===== src/inc/cpu_bus_defines.vh =====
// What this block does
// - Hold request floats address and data buses.
// - Hold request sampled, synchronised inside the block.
// - Interrupt sampled in instruction's last cycle.
// - Four testable flags plus decimal adjust flag.
// - Six general registers, pairs, plus accumulator.
// - Sixteen-bit stack pointer into external memory.
// - Stack saves accumulator, flags, counter, registers.
// - Sixteen address lines, eight bidirectional data lines.
// - Sixteen-bit program counter covers 64K bytes.
// - 256 directly addressed I/O ports.
`ifndef CPU_BUS_DEFINES_VH
`define CPU_BUS_DEFINES_VH

// ----------------------------------------------------------------
// Reset values and timing
// ----------------------------------------------------------------
`define RESET_MIN_CYCLES 3
`define PC_RESET 16'h0000
`define SP_RESET 16'h0000
`define FLAGS_RESET 8'h02
`define IR_RESET 8'h00

// ----------------------------------------------------------------
// Flag bit positions
// ----------------------------------------------------------------
`define FLAG_CY 0
`define FLAG_P 2
`define FLAG_AC 4
`define FLAG_Z 6
`define FLAG_S 7

// ----------------------------------------------------------------
// Register file index of the accumulator
// ----------------------------------------------------------------
`define REG_ACC 3'h7

// ----------------------------------------------------------------
// Machine cycle kinds
// ----------------------------------------------------------------
`define KIND_DONE 3'h0
`define KIND_MEMRD 3'h1
`define KIND_STKRD 3'h2
`define KIND_STKWR 3'h3
`define KIND_IORD 3'h4
`define KIND_IOWR 3'h5
`define KIND_FETCH 3'h6

// ----------------------------------------------------------------
// Opcodes with fixed codes
// ----------------------------------------------------------------
`define OP_ADI 8'hc6
`define OP_JMP 8'hc3
`define OP_LXISP 8'h31
`define OP_CALL 8'hcd
`define OP_RET 8'hc9
`define OP_IN 8'hdb
`define OP_OUT 8'hd3
`define OP_DAA 8'h27
`define OP_EI 8'hfb
`define OP_DI 8'hf3

`endif


===== src/rtl/cpu_bus_control.v =====
`timescale 1ns/1ns
`include "cpu_bus_defines.vh"

module cpu_bus_control (
  // Clock and reset
  input wire clk,
  input wire rst_n,
  // Address bus
  output reg [15:0] addrOut,
  output reg addrOe,
  // Data bus, split into in, out and enable
  input wire [7:0] dataIn,
  output reg [7:0] dataOut,
  output reg dataOe,
  // Bus control and status
  output reg data_bus_input_strobe,
  output reg wrN,
  output reg syncPulse,
  output reg waitState,
  output reg statusFetch,
  output reg statusIo,
  output reg statusStack,
  output reg statusIntAck,
  input wire ready,
  // Bus hold
  input wire holdReq,
  output reg hold_acknowledge,
  // Interrupt
  input wire intReq,
  output reg irq_accept_enabled_flag
);

  // ----------------------------------------------------------------
  // Bus states, one-hot
  // ----------------------------------------------------------------
  localparam [6:0] ST_ADDR = 7'h01;
  localparam [6:0] ST_SECOND = 7'h02; // second_machine_state
  localparam [6:0] ST_STALL = 7'h04; // inserted_stall_state
  localparam [6:0] ST_THIRD = 7'h08; // third_machine_state
  localparam [6:0] ST_FOURTH = 7'h10;
  localparam [6:0] ST_FIFTH = 7'h20;
  localparam [6:0] ST_HOLD = 7'h40; // hold_stall_state

  reg [6:0] state_r; // Current bus state
  reg [6:0] state_nxt;
  reg [2:0] mc_r; // Machine cycle within instruction, 0 is fetch
  reg [15:0] pc_r; // Program counter
  reg [15:0] sp_r; // Stack pointer
  reg [7:0] ir_r; // Current opcode
  reg [7:0] flags_r; // Condition flags
  reg [7:0] tmpLo_r; // Low operand byte or port number
  reg [7:0] tmpHi_r; // High operand byte
  reg intMode_r; // Next fetch is an interrupt acknowledge
  reg holdMeta_r; // Hold synchroniser, first stage
  reg holdSync_r; // Hold synchroniser, second stage
  reg holdLatch_r; // Hold seen in its sampling window

  // ----------------------------------------------------------------
  // Cycle plan per opcode
  // ----------------------------------------------------------------
  function [2:0] cycleKind;
    input [7:0] op;
    input [2:0] mc;
    begin
      cycleKind = `KIND_DONE;
      if (mc == 3'd0) begin
        cycleKind = `KIND_FETCH;
      end else begin
        casez (op)
          8'b00???110: if (mc == 3'd1 && op[5:3] != 3'h6) cycleKind = `KIND_MEMRD;
          `OP_ADI: if (mc == 3'd1) cycleKind = `KIND_MEMRD;
          `OP_JMP, `OP_LXISP: if (mc <= 3'd2) cycleKind = `KIND_MEMRD;
          `OP_CALL: begin
            if (mc <= 3'd2) cycleKind = `KIND_MEMRD;
            else if (mc <= 3'd4) cycleKind = `KIND_STKWR;
          end
          `OP_RET, 8'b11??0001: if (mc <= 3'd2) cycleKind = `KIND_STKRD;
          8'b11??0101, 8'b11???111: if (mc <= 3'd2) cycleKind = `KIND_STKWR;
          `OP_IN: begin
            if (mc == 3'd1) cycleKind = `KIND_MEMRD;
            else if (mc == 3'd2) cycleKind = `KIND_IORD;
          end
          `OP_OUT: begin
            if (mc == 3'd1) cycleKind = `KIND_MEMRD;
            else if (mc == 3'd2) cycleKind = `KIND_IOWR;
          end
          default: cycleKind = `KIND_DONE;
        endcase
      end
    end
  endfunction

  // ----------------------------------------------------------------
  // Decode
  // ----------------------------------------------------------------
  wire [2:0] mcInc = mc_r + 3'd1; // Following machine cycle
  wire [2:0] kindNow = cycleKind(ir_r, mc_r);
  wire lastCycle = (cycleKind(ir_r, mcInc) == `KIND_DONE);
  wire [1:0] rp = ir_r[5:4]; // Register pair select
  wire isPush = (ir_r[7:6] == 2'b11) && (ir_r[3:0] == 4'h5);
  wire isPop = (ir_r[7:6] == 2'b11) && (ir_r[3:0] == 4'h1);
  wire isMvi = (ir_r[7:6] == 2'b00) && (ir_r[2:0] == 3'h6) && (ir_r[5:3] != 3'h6);
  wire isAdd = (ir_r[7:3] == 5'b10000) && (ir_r[2:0] != 3'h6);
  wire isMov = (ir_r[7:6] == 2'b01) && (ir_r[5:3] != 3'h6) && (ir_r[2:0] != 3'h6);
  wire isDaa = (ir_r == `OP_DAA);
  wire isRead = (kindNow == `KIND_FETCH) || (kindNow == `KIND_MEMRD) ||
                (kindNow == `KIND_STKRD) || (kindNow == `KIND_IORD);
  wire isWrite = (kindNow == `KIND_STKWR) || (kindNow == `KIND_IOWR);
  wire inWindow = (state_r == ST_SECOND) || (state_r == ST_STALL);
  wire endCycle = ((state_r == ST_THIRD) && (kindNow != `KIND_FETCH)) || (state_r == ST_FIFTH);
  wire hiPhase = (ir_r == `OP_CALL) ? (mc_r == 3'd3) : (mc_r == 3'd1);

  // ----------------------------------------------------------------
  // Register file
  // ----------------------------------------------------------------
  wire [7:0] rfA; // Accumulator, or high half of a pushed pair
  wire [7:0] rfB; // Source register, or low half of a pushed pair
  wire [2:0] rdAddrA = (isPush && rp != 2'b11) ? {rp, 1'b0} : `REG_ACC;
  wire [2:0] rdAddrB = isPush ? {rp, 1'b1} : ir_r[2:0];
  reg wrEn;
  reg [2:0] wrAddr;
  reg [7:0] wrData;

  cpu_reg_file u_regs (
    .clk(clk),
    .rst_n(rst_n),
    .wrEn(wrEn),
    .wrAddr(wrAddr),
    .wrData(wrData),
    .rdAddrA(rdAddrA),
    .rdAddrB(rdAddrB),
    .rdDataA(rfA),
    .rdDataB(rfB)
  );

  // ----------------------------------------------------------------
  // Adder with flags and decimal adjust
  // ----------------------------------------------------------------
  reg [7:0] aluB;
  reg [8:0] sum;
  reg [4:0] half;
  reg [7:0] aluFlags;
  // Decimal adjust reuses the adder with a 06/60 correction operand
  always @* begin
    aluB = (state_r == ST_FIFTH) ? rfB : dataIn;
    if (isDaa) begin
      aluB = 8'h00;
      if (rfA[3:0] > 4'h9 || flags_r[`FLAG_AC]) aluB = aluB | 8'h06;
      if (rfA[7:4] > 4'h9 || flags_r[`FLAG_CY] || (rfA[7:4] >= 4'h9 && rfA[3:0] > 4'h9))
        aluB = aluB | 8'h60;
    end
    sum = {1'b0, rfA} + {1'b0, aluB};
    half = {1'b0, rfA[3:0]} + {1'b0, aluB[3:0]};
    aluFlags = `FLAGS_RESET;
    aluFlags[`FLAG_S] = sum[7];
    aluFlags[`FLAG_Z] = (sum[7:0] == 8'h00);
    aluFlags[`FLAG_AC] = half[4];
    aluFlags[`FLAG_P] = ~^sum[7:0];
    aluFlags[`FLAG_CY] = sum[8] | (isDaa & flags_r[`FLAG_CY]);
  end
  wire aluUpd = ((state_r == ST_THIRD) && (kindNow == `KIND_MEMRD) && (ir_r == `OP_ADI)) ||
                ((state_r == ST_FIFTH) && (isAdd || isDaa));

  // ----------------------------------------------------------------
  // Register file write select
  // ----------------------------------------------------------------
  always @* begin
    wrEn = 1'b0;
    wrAddr = `REG_ACC;
    wrData = dataIn;
    if (state_r == ST_THIRD) begin
      if (kindNow == `KIND_MEMRD && isMvi) begin
        wrEn = 1'b1;
        wrAddr = ir_r[5:3];
      end else if (kindNow == `KIND_MEMRD && ir_r == `OP_ADI) begin
        wrEn = 1'b1;
        wrData = sum[7:0];
      end else if (kindNow == `KIND_STKRD && isPop) begin
        // Flags of a popped status word go to the flag register instead
        wrEn = !(rp == 2'b11 && mc_r == 3'd1);
        wrAddr = (rp == 2'b11) ? `REG_ACC : {rp, (mc_r == 3'd1)};
      end else if (kindNow == `KIND_IORD) begin
        wrEn = 1'b1;
      end
    end else if (state_r == ST_FIFTH) begin
      if (isAdd || isDaa) begin
        wrEn = 1'b1;
        wrData = sum[7:0];
      end else if (isMov) begin
        wrEn = 1'b1;
        wrAddr = ir_r[5:3];
        wrData = rfB;
      end
    end
  end

  // ----------------------------------------------------------------
  // Address and write data for the coming cycle
  // ----------------------------------------------------------------
  reg [15:0] addrCalc;
  reg [7:0] dataCalc;
  always @* begin
    case (kindNow)
      `KIND_STKWR: addrCalc = sp_r - 16'h0001;
      `KIND_STKRD: addrCalc = sp_r;
      `KIND_IORD, `KIND_IOWR: addrCalc = {tmpLo_r, tmpLo_r};
      default: addrCalc = pc_r;
    endcase
    if (kindNow == `KIND_IOWR) dataCalc = rfA;
    else if (isPush) dataCalc = hiPhase ? rfA : ((rp == 2'b11) ? flags_r : rfB);
    else dataCalc = hiPhase ? pc_r[15:8] : pc_r[7:0];
  end

  // ----------------------------------------------------------------
  // Bus state machine
  // ----------------------------------------------------------------
  // Ready is used as is; outside logic keeps it clean and in step
  always @* begin
    case (state_r)
      ST_ADDR: state_nxt = ST_SECOND;
      ST_SECOND, ST_STALL: state_nxt = ready ? ST_THIRD : ST_STALL;
      ST_THIRD: state_nxt = (kindNow == `KIND_FETCH) ? ST_FOURTH : (holdLatch_r ? ST_HOLD : ST_ADDR);
      ST_FOURTH: state_nxt = ST_FIFTH;
      ST_FIFTH: state_nxt = holdLatch_r ? ST_HOLD : ST_ADDR;
      ST_HOLD: state_nxt = holdSync_r ? ST_HOLD : ST_ADDR;
      default: state_nxt = ST_ADDR;
    endcase
  end

  // ----------------------------------------------------------------
  // Core registers
  // ----------------------------------------------------------------
  always @(posedge clk or negedge rst_n) begin
    if (!rst_n) begin
      state_r <= ST_ADDR;
      mc_r <= 3'd0;
      pc_r <= `PC_RESET;
      sp_r <= `SP_RESET;
      ir_r <= `IR_RESET;
      flags_r <= `FLAGS_RESET;
      tmpLo_r <= 8'h00;
      tmpHi_r <= 8'h00;
      intMode_r <= 1'b0;
      irq_accept_enabled_flag <= 1'b0;
      holdMeta_r <= 1'b0;
      holdSync_r <= 1'b0;
      holdLatch_r <= 1'b0;
    end else begin
      state_r <= state_nxt;
      holdMeta_r <= holdReq;
      holdSync_r <= holdMeta_r;
      // Hold only counts when seen in its window, or while already held
      if (inWindow) holdLatch_r <= holdSync_r;
      else if (state_r == ST_HOLD && !holdSync_r) holdLatch_r <= 1'b0;
      if (aluUpd) flags_r <= aluFlags;
      if (state_r == ST_THIRD) begin
        case (kindNow)
          `KIND_FETCH: begin
            ir_r <= dataIn;
            intMode_r <= 1'b0;
            // The acknowledge fetch leaves the counter on the interrupted opcode
            if (!intMode_r) pc_r <= pc_r + 16'h0001;
          end
          `KIND_MEMRD: begin
            pc_r <= pc_r + 16'h0001;
            if (mc_r == 3'd1) tmpLo_r <= dataIn;
            if (mc_r == 3'd2) tmpHi_r <= dataIn;
            if (mc_r == 3'd2 && ir_r == `OP_JMP) pc_r <= {dataIn, tmpLo_r};
            if (mc_r == 3'd2 && ir_r == `OP_LXISP) sp_r <= {dataIn, tmpLo_r};
          end
          `KIND_STKRD: begin
            sp_r <= sp_r + 16'h0001;
            if (mc_r == 3'd1) tmpLo_r <= dataIn;
            if (mc_r == 3'd1 && isPop && rp == 2'b11) flags_r <= dataIn;
            if (mc_r == 3'd2 && ir_r == `OP_RET) pc_r <= {dataIn, tmpLo_r};
          end
          `KIND_STKWR: begin
            sp_r <= sp_r - 16'h0001;
            if (mc_r == 3'd4) pc_r <= {tmpHi_r, tmpLo_r};
            if (mc_r == 3'd2 && ir_r[2:0] == 3'h7) pc_r <= {10'h000, ir_r[5:3], 3'h0};
          end
          default: pc_r <= pc_r;
        endcase
      end
      if (state_r == ST_FIFTH && ir_r == `OP_EI) irq_accept_enabled_flag <= 1'b1;
      if (state_r == ST_FIFTH && ir_r == `OP_DI) irq_accept_enabled_flag <= 1'b0;
      if (endCycle) begin
        mc_r <= lastCycle ? 3'd0 : mcInc;
        // Interrupt is looked at only as an instruction finishes
        if (lastCycle && intReq && irq_accept_enabled_flag) begin
          intMode_r <= 1'b1;
          irq_accept_enabled_flag <= 1'b0;
        end
      end
    end
  end

  // ----------------------------------------------------------------
  // Registered pin outputs
  // ----------------------------------------------------------------
  // Every pin is a flop; address and status appear one cycle after the address state
  always @(posedge clk or negedge rst_n) begin
    if (!rst_n) begin
      addrOut <= 16'h0000;
      addrOe <= 1'b0;
      dataOut <= 8'h00;
      dataOe <= 1'b0;
      data_bus_input_strobe <= 1'b0;
      wrN <= 1'b1;
      syncPulse <= 1'b0;
      waitState <= 1'b0;
      statusFetch <= 1'b0;
      statusIo <= 1'b0;
      statusStack <= 1'b0;
      statusIntAck <= 1'b0;
      hold_acknowledge <= 1'b0;
    end else begin
      if (state_r == ST_ADDR) begin
        addrOut <= addrCalc;
        dataOut <= dataCalc;
        statusFetch <= (kindNow == `KIND_FETCH);
        statusIo <= (kindNow == `KIND_IORD) || (kindNow == `KIND_IOWR);
        statusStack <= (kindNow == `KIND_STKRD) || (kindNow == `KIND_STKWR);
        statusIntAck <= (kindNow == `KIND_FETCH) && intMode_r;
      end
      syncPulse <= (state_r == ST_ADDR);
      waitState <= (state_nxt == ST_STALL);
      // Strobe covers the stall states and the third state of a read
      data_bus_input_strobe <= isRead && inWindow;
      wrN <= !(isWrite && inWindow);
      dataOe <= isWrite && inWindow;
      addrOe <= (state_nxt != ST_HOLD);
      hold_acknowledge <= (state_nxt == ST_HOLD);
    end
  end

endmodule


===== src/rtl/cpu_reg_file.v =====
`timescale 1ns/1ns
`include "cpu_bus_defines.vh"

module cpu_reg_file (
  // Clock and reset
  input wire clk,
  input wire rst_n,
  // Write port
  input wire wrEn,
  input wire [2:0] wrAddr,
  input wire [7:0] wrData,
  // Registered read ports
  input wire [2:0] rdAddrA,
  input wire [2:0] rdAddrB,
  output reg [7:0] rdDataA,
  output reg [7:0] rdDataB
);

  // ----------------------------------------------------------------
  // Storage rows: B C D E H L, spare, accumulator
  // ----------------------------------------------------------------
  wire [63:0] rowFlat; // All rows side by side for the read muxes

  genvar gi;
  generate
    for (gi = 0; gi < 8; gi = gi + 1) begin : row
      reg [7:0] cell_r; // One 8-bit working register
      // Each row loads only when its own index is written
      always @(posedge clk or negedge rst_n) begin
        if (!rst_n) begin
          cell_r <= 8'h00;
        end else if (wrEn && (wrAddr == gi)) begin
          cell_r <= wrData;
        end
      end
      assign rowFlat[gi*8 +: 8] = cell_r;
    end
  endgenerate

  // ----------------------------------------------------------------
  // Read data registers
  // ----------------------------------------------------------------
  // Registered reads keep the memory timing simple; callers wait a cycle
  always @(posedge clk or negedge rst_n) begin
    if (!rst_n) begin
      rdDataA <= 8'h00;
      rdDataB <= 8'h00;
    end else begin
      rdDataA <= rowFlat[rdAddrA*8 +: 8];
      rdDataB <= rowFlat[rdAddrB*8 +: 8];
    end
  end

endmodule


===== config.mk =====
export PLATFORM = sky130hd
export DESIGN_NAME = cpu_bus_control
export DESIGN_NICKNAME = d
export VERILOG_FILES = /design/src/rtl/cpu_bus_control.v /design/src/rtl/cpu_reg_file.v
export VERILOG_INCLUDE_DIRS = /design/src /design/src/inc
export SDC_FILE = /design/constraint.sdc
export NUM_CORES = 1
export LEC_CHECK = 0
export BUFFER_PORTS_ARGS = -buffer_cell sky130_fd_sc_hd__buf_2
export CAP_MARGIN = 10
export CORE_MARGIN = 5
export CORE_UTILIZATION = 55
export CTS_CLUSTER_DIAMETER = 150
export DETAILED_ROUTE_END_ITERATION = 7
export PLACE_DENSITY = 0.75
export SETUP_SLACK_MARGIN = 0.15
export SYNTH_ARGS = -nofsm -noshare
export SYNTH_HDL_FRONTEND = slang
export SYNTH_SLANG_ARGS = --single-unit

===== constraint.sdc =====
create_clock -name clk -period 4 [get_ports clk]
set_input_delay 0.8 -clock clk [delete_from_list [all_inputs] [get_ports clk]]
set_output_delay 0.8 -clock clk [all_outputs]
set_load 0.03 [all_outputs]

==> results.ini, run 1 <==
[finish]
layout.nets=1333
num_antenna_cells=0
syn2layout_area_growth_pct=12.9
seq_area_sq_um=4860
final_cells=1586
drive_gt1_share_pct=23.0
multiInputGateArea_sq_um=6450
n_fill_cell=1728

[global_route]
grt_max_degree=93
antenna_found_initial=0
grt_pass1_vias=9861
overflow=0
grtUsageTotal_pct=28.3
grt_pass1_wl_um=54400

[critical_path]
crit_fanout=5
critical_path_required_ns=4.31
criticalPathCategory=reg -> reg
cp_top_family=simple AND/OR/NAND/NOR gates
crit_path_end_kind=flop
critPathSlowestCell=or4_4
slowest_delay_ns=0.54
cp_num_buf_inv=1
arrival_ns=4.11
r2r_slack_ns=0.20
worstPathCellList=or2_2 -> or4_4 -> nor3_4 -> a31oi_1 -> ha_1 -> nor2b_1 -> o21ai_1 -> a21boi_1 -> o31a_1 -> nor3_2 -> inv_1 -> ha_4 -> xnor2_1 -> xnor2_1 -> nor2_1 -> a21oi_1 -> a21oi_1
r2r_start=ir_r[7]
crit_path_start_kind=flop
startpoint=ir_r[7]

[pwr]
pwr-share-seq_pct=36.7
switching_power_mw=2.71
power.internal_mw=4.08
vdd_drop_max_v=0.000423
clockPowerShare_pct=26.4
p_leak_nw=5.84
powerDensity_nw_per_um2=513
p_comb_share_pct=36.8
finalPower_mw=6.79
swShare_pct=39.9

[drt]
postRouteWirelength_um=34400
vias=10300
wire_per_inst_um=21.7
ant_nets=0
drc=0
drt_pass1_iterations=6
drtIter0Drc=888
routed_via_density=6.51

[logic_synthesis]
synthTopCellsByArea=dfrtp_1 (41%), mux2_2 (8.5%), nand2_1 (4.8%)
ys_seq_area_share_pct=41.4
syn_avg_cell_area_sq_um=9.37
yosysTopAreaCellShare_pct=40.8
synth_ff_type=dfrtp_1
synth_edf_count=0
syn_inst=1252
async_reset_ff_share_pct=100
yosys_warnings=0
synth-seq-cells=194
netlist_area_sq_um=11700
ys_types=82
yosys.area.top_type=dfrtp_1
yosysMostFrequentCell=dfrtp_1
syn_nets=1287
synth_commonest_cells=dfrtp_1 (191), nand2_1 (150), o21ai_0 (109)

[place]
gp_congestion=0.981
hpwlAfterDp_um=24300
io_buffer_count=48
post-place-cells=1544

[clock_network]
cts.htree.levels=4
clock-root-buffer=clkbuf_16
cts_sinks=194
clk_latency_ns=0.46
cts_hold_buf=0
cts.path.max_buffers=2
cts_tree=built
cts_made_buffers=17
path_clk_slew_ns=0.08

[timing]
relSlewSlack_pct=45.2
worstMarginPinSlew_ns=0.816
max_clock_freq_mhz=263
maxSlewViolCount=0
finalHoldViolCount=0
rsz0062_at_grt=yes
fin_skew_ns=0.0171
fin_crit_sh_pct=95.0
finalSetupViolations=0
tns_ns=0
period_needed_ns=3.80

[floorplan]
rows=53
initial_core_util_pct=55.8
dieArea_sq_um=24300
fp.dieW_um=156
ios=49
die_h_um=156
core_area_sq_um=21000

[worst_hold_path]
hold_start=holdMeta_r
worstHoldPathType=reg -> reg

[run]
cap_viol_max_count=0

[outcome]
outcome=completed

==> layer usage <==
layer / part of all wire (%) / vias up / track usage, % / wire [um]
li1: - / 4702 / - / -
met1: 43 / 5022 / 40.6 / 14900
met2: 46 / 525 / 44.1 / 15900
met3: 7.9 / 82 / 4.22 / 2720
met4: 2.7 / 0 / 9.96 / 913
met5: 0 / - / 0 / 0
==> state kept, by name (all words and copies together) (netlist names), 3 cells and up <==
register / cells
flags_r: 8
ir_r: 8
u_regs.rdDataB: 8
sp_r: 16
addrOut: 16
tmpLo_r: 8
tmpHi_r: 8
dataOut: 8
state_r: 7
u_regs.row.cell_r: 64
mc_r: 3
u_regs.rdDataA: 8
pc_r: 16
==> through the flow <==
| stage | setup slack, ns | utilization, % | hold slack, ns | instance area, sq um |
|---|---|---|---|---|
| final | 0.200 | 63.0 | 0.355 | 13200 |
| after global routing | 0.0418 | 63.0 | 0.378 | 13200 |
| after CTS | 0.153 | 62.3 | 0.358 | 13100 |
| after detailed placement | 0.112 | 59.3 | 0.339 | 12500 |
| after global placement | 0.148 | 59.3 | 0.335 | 12500 |
| after floorplan | 0.152 | - | 0.331 | 11700 |
==> repair_timing <==
action,CTS,global route
setup buffers,0,10
pin swaps,0,11
cloned,0,0
setup endpoints to repair,1,21
gates resized for setup,1,15
==> final cells by class <==
cell class                      count  share of cell area, %
Clock buffer                       17                   3.21
Clock inverter                     15                   1.55
Inverter                           39                   1.11
Multi-Input combinational cell    927                   48.7
Sequential cell                   194                   36.7
Tap cell                          275                   2.60
Timing Repair Buffer              119                   6.12
==> logic make-up (layout without fill, tap and decap cells) <==
family | after synthesis | count (layout) | synth area share [%]
buf+inv | 131 | 190 | 4.36
mux | 121 | 121 | 13.0
compound gates | 349 | 349 | 19.5
simple gates | 411 | 411 | 17.5
flops | 194 | 194 | 41.4
fa+ha+maj | 22 | 22 | 2.41
xor+xnor | 24 | 24 | 1.79
==> path summary, 6_finish.rpt <==
| check | endpoint | cells after the start |
|---|---|---|
| worst max-delay path | flags_r[2] | 17 |
| worst min-delay path | holdSync_r | 0 |
| worst max register to register | flags_r[2] | 17 |
| worst min register to register | holdSync_r | 0 |
| max in group asynchronous | flags_r[1] | 2 |
| min in group asynchronous | addrOut[13] | 1 |
==> cell usage in the layout (no fill, tap or decap), types with 7 or more instances in the layout <==
cell	n
a21oi_1	62
or2_2	7
o21ai_1	9
dfrtp_1	191
nor2b_1	14
clkbuf_16	17
a211oi_1	17
ha_1	19
or3_1	8
o31ai_1	13
o21ai_0	106
xor2_1	14
nor4_1	9
buf_2	47
mux2i_1	15
nand3_1	35
inv_1	39
nor3_1	21
xnor2_1	9
nor3b_1	7
a221oi_1	12
o21a_1	12
nand2_1	150
buf_4	68
o22ai_1	22
a31oi_1	14
nor2_1	74
and3_1	16
nand2b_1	15
nand4_1	11
o211ai_1	15
mux4_2	16
mux2_2	89
clkinv_8	8
==> power by group through the flow <==
stage	logic, mW	registers (mW)	clock network, mW
after floorplan	1.56	2.61	0
after global placement	2.36	2.51	0
after detailed placement	2.40	2.53	0
after CTS	2.41	2.49	1.81
after global routing	2.71	2.52	1.90
final	2.50	2.49	1.79
No activity file was read; power rests on OpenSTA's default activity.
==> run 2, diff against run 1 <==
- CORE_ASPECT_RATIO: unset -> 0.8
==> results.ini, run 2 (synthesized netlist as in run 1, its figures left out) <==
[critical_path]
worstPathCellList=or2_4 -> or4_4 -> nor3_4 -> a31oi_4 -> ha_4 -> nor2b_1 -> o21ai_1 -> a21boi_2 -> o31a_1 -> nor3_2 -> inv_1 -> ha_4 -> xnor2_2 -> xnor2_1 -> nor2_1 -> a21oi_1 -> a21oi_1  ; was or2_2 -> or4_4 -> nor3_4 -> a31oi_1 -> ha_1 -> nor2b_1 -> o21ai_1 -> a21boi_1 -> o31a_1 -> nor3_2 -> inv_1 -> ha_4 -> xnor2_1 -> xnor2_1 -> nor2_1 -> a21oi_1 -> a21oi_1
crit_path_start_kind=flop  ; unchanged
slowest_delay_ns=0.53  ; was 0.54 ns
crit_path_end_kind=flop  ; unchanged
rr_worst_depth=17  ; unchanged
criticalPathCategory=reg -> reg  ; unchanged
critical_path_required_ns=4.31  ; about the same
arrival_ns=4.06  ; was 4.11 ns
cp_num_buf_inv=1  ; unchanged
critPathSlowestCell=or4_4  ; unchanged
r2r_start=ir_r[7]  ; unchanged
r2r_slack_ns=0.24  ; was 0.20 ns
cp_top_family=simple AND/OR/NAND/NOR gates  ; unchanged
crit_fanout=4  ; was 5
r2r-end=flags_r[2]  ; unchanged

[global_route]
antenna_found_initial=0  ; unchanged
grt_pass1_vias=9617  ; was 9,861
overflow=0  ; unchanged
grt_pass1_wl_um=55800  ; was 54,400 um
grtUsageTotal_pct=28.9  ; was 28.3%
grt_max_degree=97  ; was 93

[finish]
layout.nets=1336  ; was 1,333
layout_common_cells=dfrtp_1 (189), nand2_1 (149), o21ai_0 (107)  ; was dfrtp_1 (191), nand2_1 (150), o21ai_0 (106)
stdcell_area_sq_um=13300  ; was 13,200 sq um
drive_gt1_share_pct=23.6  ; was 23.0%
num_antenna_cells=0  ; unchanged
layout_commonest_cell=dfrtp_1  ; unchanged
top_register=u_regs.row.cell_r  ; unchanged
largest_register_ffs=64  ; unchanged
syn2layout_area_growth_pct=13.3  ; was 12.9%

[drt]
postRouteWirelength_um=35500  ; was 34,400 um
drt_pass1_iterations=6  ; unchanged
drc=0  ; unchanged
routed_via_density=6.61  ; was 6.51
wire_per_inst_um=22.4  ; was 21.7 um
drtIter0Drc=1353  ; was 888
ant_nets=0  ; unchanged
vias=10500  ; was 10,300

[floorplan]
rows=47  ; was 53
fp.dieW_um=173  ; was 156 um
die_h_um=141  ; was 156 um
core_area_sq_um=20800  ; was 21,000 sq um
ios=49  ; unchanged
dieArea_sq_um=24400  ; was 24,300 sq um
initial_core_util_pct=56.3  ; was 55.8%

[place]
dpl-instance-area_sq_um=12500  ; about the same
hpwlAfterDp_um=25500  ; was 24,300 um
io_buffer_count=48  ; unchanged
gp_congestion=0.975  ; was 0.981
dp_slack_ns=0.0181  ; was 0.112 ns

[timing]
max_clock_freq_mhz=266  ; was 263 MHz
setup_slack_ns=0.242  ; was 0.200 ns
worstMarginPinSlew_ns=0.800  ; was 0.816 ns
finalSetupViolations=0  ; unchanged
relSlewSlack_pct=46.7  ; was 45.2%
tns_ns=0  ; unchanged
period_needed_ns=3.76  ; was 3.80 ns
fin_skew_ns=0.0190  ; was 0.0171 ns
rsz0062_at_grt=yes  ; unchanged
finalHoldViolCount=0  ; unchanged
fin_crit_sh_pct=94.0  ; was 95.0%
maxSlewViolCount=0  ; unchanged

[clock_network]
cts_hold_buf=0  ; unchanged
clk_latency_ns=0.45  ; was 0.46 ns
cts.path.max_buffers=2  ; unchanged
cts_sinks=194  ; unchanged
clock-root-buffer=clkbuf_16  ; unchanged
cts_made_buffers=17  ; unchanged
path_clk_slew_ns=0.08  ; about the same
cts_tree=built  ; unchanged
cts.htree.levels=4  ; unchanged

[pwr]
powerDensity_nw_per_um2=510  ; was 513 nW/um^2
p_leak_nw=5.86  ; was 5.84 nW
vdd_drop_max_v=0.000300  ; was 0.000423 V

[run]
cap_viol_max_count=0  ; unchanged

[outcome]
outcome=completed  ; unchanged

[worst_hold_path]
min_to=holdSync_r  ; unchanged
hold_start=holdMeta_r  ; unchanged
worstHoldPathType=reg -> reg  ; unchanged
min_path_cells=0  ; unchanged

## run 2: layout make-up
| class | instances | area [sq um] |
|---|---|---|
| Sequential cell | 194 | 4860 |
| Tap cell | 269 | 337 |
| Clock buffer | 18 | 439 |
| Timing Repair Buffer | 122 | 825 |
| Inverter | 39 | 146 |
| Clock inverter | 14 | 180 |
| Multi-Input combinational cell | 927 | 6500 |
| Fill cell | 1738 | 7530 |
## run 2: how the worst max path moves through the flow
stage	startpoint	end	slack (ns)	depth (start not counted)
floorplan	ir_r[7]	flags_r[2]	0.15	19
global placement	state_r[6]	flags_r[2]	0.10	19
detailed placement	state_r[6]	flags_r[2]	0.02	19
CTS	state_r[6]	flags_r[2]	0.15	19
global route	ir_r[7]	flags_r[2]	0.04	18
finish	ir_r[7]	flags_r[2]	0.24	17
## run 2: power by group
group	total, mW	switching (mW)	leakage (nW)	internal, mW
clock	1.76	0.891	0.300	0.870
combinational	2.52	1.56	3.10	0.960
sequential	2.50	0.231	2.45	2.27
total	6.78	2.68	5.86	4.10
## run 2: per-stage QoR
stage	instances	total power [mW]	hold WS [ns]	util (%)
3_5_place_dp	1544	4.93	0.338	60.0
2_1_floorplan	1252	4.17	0.331	-
5_1_grt	1583	7.15	0.372	63.8
3_3_place_gp	1544	4.88	0.346	60.0
6_report	1583	6.78	0.361	63.8
4_1_cts	1576	6.70	0.365	63.0
## run 2: layer usage
metal,global-route usage [%],routed length (um),up-vias
met4,6.05,544,0
met1,45.9,16100,5124
li1,-,-,4702
met2,39.9,14700,588
met3,7.25,4100,52
met5,0,0,-
## run 2: worst register-to-register path, delay by kind of cell, from the launching register on
kind            cells  cell delay, ns
xor+xnor            2            0.28
flops               1            0.39
simple gates        6            1.47
fa+ha+maj           2            0.51
buf+inv             1            0.11
compound gates      6            0.85
## run 2: what timing repair did
action,CTS,global route
gates resized for setup,4,22
setup buffers,0,7
endpoints found under the setup margin,8,34
gates cloned,0,0
pin swaps,1,12
